==> config.mk <==
export PLATFORM = sky130hd
export DESIGN_NAME = sar_short_cycle_sequencer
export DESIGN_NICKNAME = d
export VERILOG_FILES = /design/src/common/sarsc_pkg.sv /design/src/common/sarsc_res_if.sv /design/src/design/sarsc_out_stage.sv /design/src/design/sar_short_cycle_sequencer.sv
export SDC_FILE = /design/constraint.sdc
export NUM_CORES = 1
export LEC_CHECK = 0
export BUFFER_PORTS_ARGS = -buffer_cell sky130_fd_sc_hd__buf_2
export CAP_MARGIN = 10
export CORE_MARGIN = 2
export CORE_UTILIZATION = 50
export DETAILED_ROUTE_END_ITERATION = 8
export GPL_TIMING_DRIVEN = 1
export PLACE_DENSITY_LB_ADDON = 0.25
export SLEW_MARGIN = 20
export SYNTH_ARGS = -nofsm -noshare
export SYNTH_HDL_FRONTEND = slang
export SYNTH_SLANG_ARGS = --single-unit
==> constraint.sdc <==
create_clock -name clk -period 1.7 [get_ports clk]
set_clock_uncertainty 0.05 [all_clocks]
set_input_delay 0 -clock clk [delete_from_list [all_inputs] [get_ports clk]]
set_output_delay 0 -clock clk [all_outputs]
set_load 0.01 [all_outputs]
==> src/common/sarsc_pkg.sv <==
// package: widths, timing and encoding constants for the short-cycle sequencer
package sarsc_pkg;
	localparam int RES_BITS = 12;
	localparam int CLK_PERIOD_NS = 40;
	localparam int STATUS_DELAY_NS = 40;
	// least time, rounded up, at least one cycle
	localparam int STATUS_DELAY_CYC = ((STATUS_DELAY_NS + CLK_PERIOD_NS - 1) / CLK_PERIOD_NS) < 1
		? 1 : ((STATUS_DELAY_NS + CLK_PERIOD_NS - 1) / CLK_PERIOD_NS);
	localparam int FULL_CLOCK_CYCLES = 13;
	localparam int BIT_IDX_W = 4;
	localparam logic [BIT_IDX_W-1:0] BIT_IDX_MSB = 4'hB;
	localparam logic [BIT_IDX_W-1:0] BIT_IDX_ZERO = 4'h0;
	localparam logic [RES_BITS-1:0] SAR_ZERO = 12'h000;
	localparam logic [RES_BITS-1:0] SAR_ONES = 12'hFFF;
	localparam logic [RES_BITS-1:0] SAR_MSB_ONLY = 12'h800;
	// output code selection
	localparam logic [1:0] CODE_PLAIN = 2'h0;
	localparam logic [1:0] CODE_OFFSET = 2'h1;
	localparam logic [1:0] CODE_SIGNED = 2'h2;
	typedef enum logic [1:0] {SARSC_IDLE, SARSC_TRIAL, SARSC_HOLD} sarsc_state_e;
endpackage

==> src/common/sarsc_res_if.sv <==
// interface: result word handed from the register core to the output stage
`timescale 1ns/1ps
interface sarsc_res_if;
	logic [11:0] word;
	logic load;
	modport core (output word, output load);
	modport outp (input word, input load);
endinterface

==> src/design/sarsc_out_stage.sv <==
// output storage stage: negative-true parallel result and inverted msb
`timescale 1ns/1ps
module sarsc_out_stage
	import sarsc_pkg::*;
(
	input wire logic clk,
	input wire logic resetn,
	sarsc_res_if.outp res,
	output logic [RES_BITS-1:0] dataN,
	output logic msbInv
);
	////////////////////////////////////////////////////////////////////////////
	always_ff @(posedge clk) begin
		if (!resetn) begin
			dataN <= SAR_ONES;
			msbInv <= 1'b0;
		end else if (res.load) begin
			dataN <= ~res.word;
			msbInv <= res.word[RES_BITS-1];
		end
	end

	a_msb_inverse: assert property (@(posedge clk) disable iff (!resetn)
		msbInv == ~dataN[RES_BITS-1]) else $error("msb inverse mismatch");
	a_load_updates: assert property (@(posedge clk) disable iff (!resetn)
		res.load |=> dataN == ~$past(res.word)) else $error("output not loaded");
endmodule // sarsc_out_stage

==> src/design/sar_short_cycle_sequencer.sv <==
// top: successive-approximation sequencer with short-cycle termination
// Contract
// - resolution select ends the bit sequence early after any chosen MSB count.
// - select tied to bit-11 output stops after bit 10, busy clears 40 ns later.
// - twelve, ten and eight bit lengths are supported.
// - result is complemented binary only; the output code selection constants are unused.
// - an extra output carries the inverted result MSB.
// - full scale all zeros, mid scale 0111.., negative scale 11..11.
// - start sets busy and runs the internal clock 13 cycles at full length.
// - one bit trialled per cycle MSB first, kept by comparator state.
// - busy clears 40 ns after final decision; data valid at its fall.
// - result held in negative-true registers updated on clock edges.
`timescale 1ns/1ps
module sar_short_cycle_sequencer
	import sarsc_pkg::*;
#(
	parameter int WIDTH = RES_BITS
)
(
	input wire logic clk,
	input wire logic resetn,
	input wire logic convStart,
	input wire logic compKeep,
	input wire logic shortCycle,
	output logic busy,
	output logic gatedClk,
	output logic [RES_BITS-1:0] dacBits,
	output logic [RES_BITS-1:0] dataN,
	output logic msbInv,
	output logic bit11Out
);
	if (WIDTH != RES_BITS) begin : g_width_check
		$error("WIDTH must equal RES_BITS");
	end

	////////////////////////////////////////////////////////////////////////////
	// pin synchronisers
	// comparator and select come from logic on this clock (own bit outputs or a strap):
	// a synchroniser there would outlast the one-cycle bit period
	logic [2:0] startSync;
	logic startLvl;
	logic startPrev;

	always_ff @(posedge clk) begin
		if (!resetn) begin
			startSync <= 3'h0;
		end else begin
			startSync <= {startSync[1:0], convStart};
		end
	end

	always_ff @(posedge clk) begin
		if (!resetn) begin
			startLvl <= 1'b0;
		end else if (startSync[1] == startSync[2]) begin
			startLvl <= startSync[2];
		end
	end

	always_ff @(posedge clk) begin
		if (!resetn) begin
			startPrev <= 1'b0;
		end else begin
			startPrev <= startLvl;
		end
	end

	// conversion begins on the trailing edge of start
	logic startFall;
	assign startFall = startPrev && !startLvl;

	////////////////////////////////////////////////////////////////////////////
	// sequencer
	sarsc_state_e state;
	logic [BIT_IDX_W-1:0] bitIdx;
	logic [RES_BITS-1:0] sar;
	logic [3:0] delayCnt;
	logic [4:0] clkCycles;
	logic lastBit;
	logic cutNow;
	logic seqEnd;
	logic [RES_BITS-1:0] next_sar;

	// select low at a bit boundary: the decision just made was the last one
	assign cutNow = (state == SARSC_TRIAL) && !shortCycle;
	assign lastBit = (bitIdx == BIT_IDX_ZERO);
	assign seqEnd = (state == SARSC_HOLD && delayCnt == 4'(STATUS_DELAY_CYC - 1)) ||
		(cutNow && STATUS_DELAY_CYC == 1);

	function automatic logic [RES_BITS-1:0] bitMask(input logic [BIT_IDX_W-1:0] idx);
		bitMask = RES_BITS'(1) << idx;
	endfunction

	always_ff @(posedge clk) begin
		if (!resetn) begin
			state <= SARSC_IDLE;
			bitIdx <= BIT_IDX_MSB;
			delayCnt <= 4'h0;
		end else if (startFall) begin
			state <= SARSC_TRIAL;
			bitIdx <= BIT_IDX_MSB;
			delayCnt <= 4'h0;
		end else begin
			unique case (state)
				SARSC_IDLE: begin
					state <= SARSC_IDLE;
				end
				SARSC_TRIAL: begin
					if (seqEnd) begin
						state <= SARSC_IDLE;
					end else if (cutNow) begin
						state <= SARSC_HOLD;
						delayCnt <= 4'h1;
					end else if (lastBit) begin
						state <= SARSC_HOLD;
						delayCnt <= 4'h0;
					end else begin
						bitIdx <= bitIdx - 4'h1;
					end
				end
				SARSC_HOLD: begin
					if (seqEnd) begin
						state <= SARSC_IDLE;
					end else begin
						delayCnt <= delayCnt + 4'h1;
					end
				end
			endcase
		end
	end

	// sar: bit under trial set, kept or rejected at end of its period
	always_comb begin
		next_sar = sar;
		if (startFall) begin
			next_sar = SAR_MSB_ONLY;
		end else if (state == SARSC_TRIAL && !cutNow) begin
			if (!compKeep) begin
				next_sar = next_sar & ~bitMask(bitIdx);
			end
			if (!lastBit) begin
				next_sar = next_sar | bitMask(bitIdx - 4'h1);
			end
		end
	end

	always_ff @(posedge clk) begin
		if (!resetn) begin
			sar <= SAR_ZERO;
		end else begin
			sar <= next_sar;
		end
	end

	always_ff @(posedge clk) begin
		if (!resetn) begin
			busy <= 1'b0;
		end else begin
			busy <= startFall || (state != SARSC_IDLE && !seqEnd);
		end
	end

	// gated clock is held high through every bit period while converting
	always_ff @(posedge clk) begin
		if (!resetn) begin
			gatedClk <= 1'b0;
			clkCycles <= 5'h0;
		end else begin
			gatedClk <= startFall || (state == SARSC_TRIAL && !cutNow);
			if (startFall) begin
				clkCycles <= 5'h0;
			end else if (gatedClk && clkCycles != 5'h1F) begin
				clkCycles <= clkCycles + 5'h1;
			end
		end
	end

	always_ff @(posedge clk) begin
		if (!resetn) begin
			dacBits <= SAR_ZERO;
			bit11Out <= 1'b1;
		end else begin
			dacBits <= next_sar;
			bit11Out <= ~next_sar[1];
		end
	end

	////////////////////////////////////////////////////////////////////////////
	// output registers
	sarsc_res_if resBus ();
	// outputs follow each decision, kept or rejected, so they are settled before busy falls
	assign resBus.word = next_sar;
	assign resBus.load = (state == SARSC_TRIAL) && !cutNow;

	sarsc_out_stage uOut (
		.clk(clk),
		.resetn(resetn),
		.res(resBus),
		.dataN(dataN),
		.msbInv(msbInv)
	);

	////////////////////////////////////////////////////////////////////////////
	a_start_sets_busy: assert property (@(posedge clk) disable iff (!resetn)
		startFall |=> busy) else $error("busy not set by start");
	a_full_length: assert property (@(posedge clk) disable iff (!resetn)
		(startFall ##1 (shortCycle && !startFall)[*8]) |-> state != SARSC_IDLE)
		else $error("conversion ended early");
	a_short_stop: assert property (@(posedge clk) disable iff (!resetn)
		(state == SARSC_TRIAL && !shortCycle && !startFall) |=> (state != SARSC_TRIAL && !busy))
		else $error("short cycle ignored");
	a_busy_delay: assert property (@(posedge clk) disable iff (!resetn)
		(state == SARSC_TRIAL && lastBit && shortCycle && !startFall)
		|=> busy ##1 (!busy || $past(startFall)))
		else $error("busy delay wrong");
	a_data_valid: assert property (@(posedge clk) disable iff (!resetn)
		$fell(busy) |-> dataN == ~sar) else $error("data not valid at busy fall");
	a_data_settled: assert property (@(posedge clk) disable iff (!resetn)
		$fell(busy) |-> $stable(dataN)) else $error("data moved at busy fall");
	a_msb_first: assert property (@(posedge clk) disable iff (!resetn)
		startFall |=> sar == SAR_MSB_ONLY) else $error("msb not trialled first");
	a_clock_gated: assert property (@(posedge clk) disable iff (!resetn)
		!busy |-> !gatedClk) else $error("clock runs while idle");
	a_cycle_bound: assert property (@(posedge clk) disable iff (!resetn)
		clkCycles <= 5'(FULL_CLOCK_CYCLES)) else $error("too many clock cycles");
endmodule // sar_short_cycle_sequencer

== Word level (Yosys, flattened, before mapping) ==
Cells that the tools add are included.
Operators by class
  add/sub/neg operators: 2
  eq/ne operators: 10
  shift-type cells: 2
  multiplexer cells: 17
  bitwise operators: 9
  reduce and logical (&&, ||, !) cells: 22
Operators by type and width (number)
  $mux 12: 6
  $not 12->12: 2
  $shl 1x4->12 const A: 2
  $mux 4: 4
  $and 12x12->12: 1
  $or 12x12->12: 1
  $logic_not 4->1: 2
  $mux 2: 4
  $pmux 4 s2: 1
  $reduce_and 4->1: 2
  $ne 2x2->1 const B: 3
  $ne 3x3->1 const B: 2
  $pmux 2 s3: 1
  $logic_and 1x1->1: 5
  $ne 5x5->1 const B: 1
  $not 1->1: 5
  $add 4x1->4 const B: 1
  $logic_not 1->1: 4
  $ne 4x4->1 const B: 1
  $reduce_and 2->1: 2
  $reduce_bool 2->1: 2
  $sub 4x1->4 const B: 1
  $logic_or 1x1->1: 3
  $eq 2x1->1 const B: 1
  5 further kinds: 5
Storage, ports and cells
  register bits after elaboration: 43
  input port bits: 5
  output and inout bits: 28
  word-level logic and storage cells: 75

== Longest topological paths before layout ==
Gate-level depths: netlist (run 1).
  word-level depth: 11
  mapped depth: 7

== Hierarchy ==
A second synthesis (run 1) with hierarchy kept.
Unflattened totals
  cells, all modules: 226
  area, all modules: 2042.0 sq um
Modules (own cells, without submodules)
  sar_short_cycle_sequencer: times used 1, cells each 172, area an instance 1545.2 sq um, seq. area each 600.6 sq um
  sarsc_out_stage: times used 1, cells each 54, area an instance 496.7 sq um, seq. area each 260.2 sq um

== Worst setup path after synthesis (run 1) ==
No wires, ideal clock.
  path type: register to register
  from: reg bitIdx[0]
  to: reg dacBits[11]
  arrival time: 1.646 ns
  data required time: 1.576 ns
  slack: -0.070 ns
  cell stages (with the launch flop): 7
  cell sequence: dfxtp_1 inv_1 ha_1 or2_4 o21a_1 or3_1 a31oi_1
Between the ends
  longest elaborated chain between the ends: 10
  elaborated cells between the ends (all ways): 13
  those cells by class: add/sub: 1; shift: 2; mux: 6; bitwise: 3; reduce/logical: 1
RTL lines
  start: declaration: RTL line sar_short_cycle_sequencer.sv:75  | logic [BIT_IDX_W-1:0] bitIdx;
  start signal: assignment: RTL line sar_short_cycle_sequencer.sv:118  | bitIdx <= bitIdx - 4'h1;
  $shl 1x4->12: RTL line sar_short_cycle_sequencer.sv:91  | bitMask = RES_BITS'(1) << idx;
  $not 12->12: RTL line sar_short_cycle_sequencer.sv:139  | next_sar = next_sar & ~bitMask(bitIdx);
  $and 12x12->12: RTL line sar_short_cycle_sequencer.sv:139
  $mux 12: RTL line sar_short_cycle_sequencer.sv:138  | if (!compKeep) begin
  $mux 12: RTL line sar_short_cycle_sequencer.sv:137  | end else if (state == SARSC_TRIAL && !cutNow) begin
  $mux 12: RTL line sar_short_cycle_sequencer.sv:135  | if (startFall) begin
  $or 12x12->12: RTL line sar_short_cycle_sequencer.sv:142  | next_sar = next_sar | bitMask(bitIdx - 4'h1);
  $mux 12 *: RTL line sar_short_cycle_sequencer.sv:141  | if (!lastBit) begin
  $mux 12 *: RTL line sar_short_cycle_sequencer.sv:137
  $mux 12 *: RTL line sar_short_cycle_sequencer.sv:135
  end signal: assignment: RTL line sar_short_cycle_sequencer.sv:183  | dacBits <= next_sar;
  end: declaration: RTL line sar_short_cycle_sequencer.sv:27  | output logic [RES_BITS-1:0] dacBits,
Mark *: on every way between the ends. The rest lies on a longest branch, timed or not. The select of a mux whose other input is x is not followed.
A chain may end at the register's enable or synchronous reset.

== Worst setup path after layout (run 1) ==
  from: reg bitIdx[1]
  to: reg dacBits[1]
Same word-level chain as after synthesis.

==> out/results.ini, run 1 <==
[clock_network]
tritoncts=built
clkTransAtPathRegs_ps=80
cts_buffer_depth=2
clock_latency_ps=300
clock-sinks=43
htreeDepth=2
cts_buffers=5
cts_root_buf=clkbuf_8

[sta]
report.final.slew_viol_count=0
final.setup.worst_slack_ps=-23.6
hold_viol=0
tightestPinTransition_ps=471
timing.final.crit_share=1.01
rsz0062_at_grt=yes
relSlewSlack=0.685
setup_viol_count_final=3
post-route-min-period_ps=1720
max_freq_mhz=580

[critical_path]
crit_type=reg -> reg
critical_path_arrival_ps=1860
crit_fanout=3
end_kind=flop
required_ps=1840
worstSetupStartpointType=flop

[drt]
drt_wl_total_mm=5.04
drt-wirelength-per-cell_um=15.4
route.vias.total=1910
drc=0
viasPerCell=5.84
first_pass_iters=4
drt_iter0_drc=83
ant_nets=0

[yosys]
ys_ff_latch=43
ys_warn_count=0
ys_seq_area_frac=0.418
syn_avg_cell_area_um2=9.39
synth_edf_count=0
synth_nets=231
synthFlopType=dfxtp_1
synthCells=219
syn-cell-area_mm2=0.00206
async_flop_share=0
synth_cell_types=51

[cells_and_area]
drive_gt1_frac=0.357
final_cell_mix=dfxtp_1, buf_2, buf_4
fillCellCount=326
syn2layout_area_growth_pct=28.3
nets=288
antenna_cells=0
finalInstanceArea_mm2=0.00264
stdcell_count=327
final_common_cell=dfxtp_1

[place]
place_area_mm2=0.00239
dp_cells=312
gp_congestion=0.855
hpwl_mm=3.54
port_buffers=32

[run_status]
status=finished with violations
failed_checks=setup timing

[pwr]
powerDensity_mw_per_mm2=640
p_total_mw=1.69
leakage_nw=1.03
ir_drop_v=0.000520

[global_routing]
grt_usage=0.222
grt_remaining_overflow=0
antenna_found_initial=0
first_global_vias=1642
grt_max_degree=14
grt_pass1_wl_mm=7.63

[floorplan]
core_area_mm2=0.00397
die_area_mm2=0.00464
rows=23
ios=33
initial_core_util=0.518
fp.dieW_um=68.1
die_h_um=68.1

[flow_run]
maxCapViolCount=0

[worst_hold_path]
holdCritPathClass=in -> reg

[critical path: stages (launching register included)]
cell     delay, ps
dfxtp_2        340
inv_4           70
ha_4           130
or3b_4         410
o41ai_4        390
buf_4          170
o22ai_1         60
[metrics by stage]
step / hold WS, ps / worst slack, ps / TNS [ps] / utilization
2_1_floorplan: 77.3 / -2.44 / -4.07 / -
3_3_place_gp: 163 / -19.1 / -80.9 / 0.602
3_5_place_dp: 165 / -35.2 / -182 / 0.602
4_1_cts: 50.1 / -10.5 / -23.5 / 0.632
5_1_grt: 61.8 / -85.7 / -406 / 0.664
6_report: 71.1 / -23.6 / -48.6 / 0.664
[kinds of logic after synthesis]
family,share of synthesized area
flip-flops,0.418
AO/OA/AOI/OAI,0.283
adder cells (fa/ha/maj),0.0426
XOR/XNOR,0.0170
AND/OR/NAND/NOR,0.182
buffers and inverters,0.0505
multiplexers,0.00547
[synth_stat cells (all sizes together), types with 2 or more instances]
library cell,count,area share
buf,8,0.025
o31ai,8,0.032
xor2,2,0.0085
o22ai,13,0.040
a31oi,4,0.012
nand3b,2,0.0073
o22a,6,0.026
and2,5,0.015
or3b,6,0.028
nand3,4,0.012
clkbuf,3,0.0055
nand2b,6,0.018
o2bb2ai,4,0.017
o21a,5,0.018
a32o,3,0.015
or2,3,0.010
xnor2,2,0.0085
o31a,2,0.0085
nor3,2,0.0049
or3,2,0.0061
dfxtp,43,0.42
ha,7,0.043
nor2,13,0.024
o41ai,3,0.029
nand2,17,0.031
o21ai,6,0.015
inv,11,0.020
a21oi,14,0.034
[layout make-up]
cell class,count,area [µm²],share of cell area
multi-input cells,154,1190,0.451
flip-flops and latches,43,872,0.330
repair buffers,61,385,0.146
clock buffers,6,72.6,0.0275
well taps,50,62.6,0.0237
inverters,11,43.8,0.0166
clock inverters,2,12.5,0.00474
[layer usage]
layer  GRT usage  wire [µm]  up-vias
met5           0          0        -
met1       0.295       2230      900
met4      0.0925         77        0
met2       0.346       2370       73
met3      0.0510        363        8
li1            -          -      929
[repair_timing]
item | in CTS | in global routing
endpoints found under the hold margin | 5 | 0
pin swaps | 1 | 7
gates resized for setup | 3 | 23
buffers inserted | 0 | 4
hold buffers | 3 | 0
setup endpoints to repair | 11 | 31
[sequential cells by signal, indices dropped and copies added, names as in the netlist]
| register | flops |
|---|---|
| gatedClk | 1 |
| bitIdx | 4 |
| uOut.msbInv | 1 |
| bit11Out | 1 |
| delayCnt | 4 |
| startPrev | 1 |
| busy | 1 |
| dacBits | 12 |
| uOut.dataN | 12 |
| state | 2 |
| startLvl | 1 |
| startSync | 3 |
[worst paths after layout]
path	start	to	slack [ps]	cells past startpoint
worst max-delay path	bitIdx[1]	dacBits[1]	-20	6
worst min-delay path	compKeep	dacBits[8]	70	3
worst min register to register	startSync[0]	startSync[1]	390	1
worst max register to register	bitIdx[1]	dacBits[1]	-20	6
[report_power, final]
part	internal [mW]	switching, mW
registers	1.01	0.00129
logic	0.0189	0.0324
clock network	0.287	0.342
total	1.31	0.376
(Power assumes the default switching activity.)
==> run 2, diff against run 1 <==
--- a/config.mk
+++ b/config.mk
@@ -15,4 +15,5 @@
 export SLEW_MARGIN = 20
 export SYNTH_ARGS = -nofsm -noshare
 export SYNTH_HDL_FRONTEND = slang
+export SYNTH_HIERARCHICAL = 1
 export SYNTH_SLANG_ARGS = --single-unit
==> run 2 against run 1 <==
  * Fmax down 4.8%
  * Global-route usage up 0.36 points
  * Sequential power hardly changed
  * Sequential share of layout area decreased by 2.9 points
  * Routed wire length rose by 1.4%
  * Largest cell class unchanged
  * Critical path type unchanged
  * Combinational power down 19%
  * Critical path depth is 3 higher
  * The run still ends with setup timing left
==> out/results.ini, run 2 <==
[run_status]
status=finished with violations
failed_checks=setup timing

[critical_path]
cp-endpoint=uOut/dataN[10]
startpoint=bitIdx[1]
r2r-start=bitIdx[1]
rrSetupSlack_ps=-110
end_kind=flop
worstSetupStartpointType=flop
required_ps=1840
crit_fanout=5
critical_path_arrival_ps=1950
crit_type=reg -> reg
rr_worst_depth=9
r2r_end=uOut/dataN[10]

[clock_network]
clkTransAtPathRegs_ps=90
cts_buffer_depth=2
clock-sinks=43
cts_root_buf=clkbuf_8
cts_buffers=5
htreeDepth=2
clock_latency_ps=290
tritoncts=built

[pwr]
ir_drop_v=0.000527
powerDensity_mw_per_mm2=636
p_sw_mw=0.380
leakage_nw=1.21
intPower_mw=1.46
power_frac_seq=0.548
switching_share=0.206
pwr-share-clk=0.429
pwr-share-comb=0.023

[drt]
drc=0
drt-wirelength-per-cell_um=14.7
drt_wl_total_mm=5.12
drt_iter0_drc=212
ant_nets=0
route.vias.total=1905
viasPerCell=5.49
first_pass_iters=5

[floorplan]
initial_core_util=0.514
die_h_um=67.9
ios=33
rows=23
fp.dieW_um=67.9
die_area_mm2=0.00461
core_area_mm2=0.00397

[sta]
rsz0062_at_grt=yes
tightestPinTransition_ps=407
post-route-min-period_ps=1810
max_freq_mhz=552
report.final.slew_viol_count=0
timing.final.crit_share=1.06
hold_ws_ps=52.4
hold_viol=0
setup_viol_count_final=12
final.setup.worst_slack_ps=-110
relSlewSlack=0.729

[yosys]
synth_cell_types=50
synth_edf_count=0
synthFlopType=dfxtp_1
synth_top_area_frac=0.422
syn_avg_cell_area_um2=9.04
synth_nets=238
ys_warn_count=6
synthTopCellsByArea=dfxtp_1, nor2_1, and2_1, ha_1, a41oi_1
ys_ff_latch=43
yosys.area.top_type=dfxtp_1
syn-cell-area_mm2=0.00204
ys_seq_area_frac=0.422
async_flop_share=0
synth_most_common_cell=dfxtp_1
synth_common_cells=dfxtp_1, nor2_1, inv_1, and2_1, o21ai_1
synthCells=226

[place]
gp_congestion=0.928
hpwl_mm=3.40
port_buffers=32
place_area_mm2=0.00247

[global_routing]
grt_usage=0.226
first_global_vias=1692
antenna_found_initial=0
grt_pass1_wl_mm=7.78
grt_remaining_overflow=0
grt_max_degree=32

[worst_hold_path]
holdCritPathClass=in -> reg

[cells_and_area]
nets=308
reg_top3=dacBits: 12 flops, uOut/dataN: 12 flops
finalInstanceArea_mm2=0.00289
drive_gt1_frac=0.434
antenna_cells=0
fillCellCount=286
final_cell_mix=dfxtp_1, nor2_1, buf_2
syn2layout_area_growth_pct=41.5
final_common_cell=dfxtp_1

[flow_run]
maxCapViolCount=0

[run 2: critical path: stages (launching register included)]
cell     delay (ps)
dfxtp_2         340
buf_6           120
nor3_4          210
buf_12          150
xor2_4          270
buf_6           140
a41oi_2         120
nor2_1          120
and2_4          140
o21ai_2          40
[run 2: timing repair]
action,CTS,global route
endpoints found under the hold margin,1,0
resized for setup,19,25
setup endpoints to repair,13,21
pin swaps,20,32
setup buffers,8,5
hold buffers,1,0
[run 2: cell type report]
cell class	count	area (µm²)	area share
clock buffers	5	68.8	0.0238
clock inverters	3	43.8	0.0152
inverters	17	68.8	0.0238
multi-input cells	156	1230	0.426
flip-flops and latches	43	871	0.301
well taps	50	62.6	0.0217
repair buffers	73	543	0.188
[run 2: kinds of logic after synthesis]
kind of cell / Yosys count / share of synthesized area
simple gates: 88 / 0.241
compound gates: 57 / 0.206
flops: 43 / 0.422
buf+inv: 27 / 0.0643
fa+ha+maj: 7 / 0.0429
xor+xnor: 4 / 0.0245
[run 2: power groups by stage]
| stage | clock network (mW) | registers, mW | logic, mW |
|---|---|---|---|
| after floorplan | 0 | 1.03 | 0.0187 |
| after global placement | 0 | 1.03 | 0.0364 |
| after detailed placement | 0 | 1.03 | 0.0364 |
| after CTS | 0.810 | 1.01 | 0.0385 |
| after global routing | 0.856 | 1.01 | 0.0449 |
| final | 0.789 | 1.01 | 0.0418 |
[run 2: through the flow]
step	cells	setup slack (ps)	power (mW)	setup TNS (ps)	utilization
after floorplan	226	5.21	1.05	0	-
after global placement	328	-43.0	1.07	-180	0.622
after detailed placement	328	-71.1	1.07	-387	0.622
after CTS	345	-40.2	1.86	-144	0.697
after global routing	347	-192	1.91	-2130	0.727
final	347	-110	1.84	-870	0.727
[run 2: worst min-delay path by stage]
| stage | start | endpoint | slack (ps) | depth (start not counted) |
|---|---|---|---|---|
| floorplan | resetn | uOut/dataN[10] | 30 | 1 |
| global placement | convStart | startSync[0] | 160 | 2 |
| detailed placement | convStart | startSync[0] | 160 | 2 |
| CTS | resetn | uOut/dataN[2] | 50 | 3 |
| global route | resetn | uOut/dataN[10] | 60 | 3 |
| finish | resetn | uOut/dataN[0] | 50 | 3 |
[run 2: layer usage]
metal / GRT usage / vias up / wire length (µm)
met5: 0 / - / 0
met4: 0.0575 / 0 / 67
li1: - / 913 / -
met2: 0.396 / 70 / 2640
met1: 0.277 / 908 / 2080
met3: 0.0559 / 14 / 326
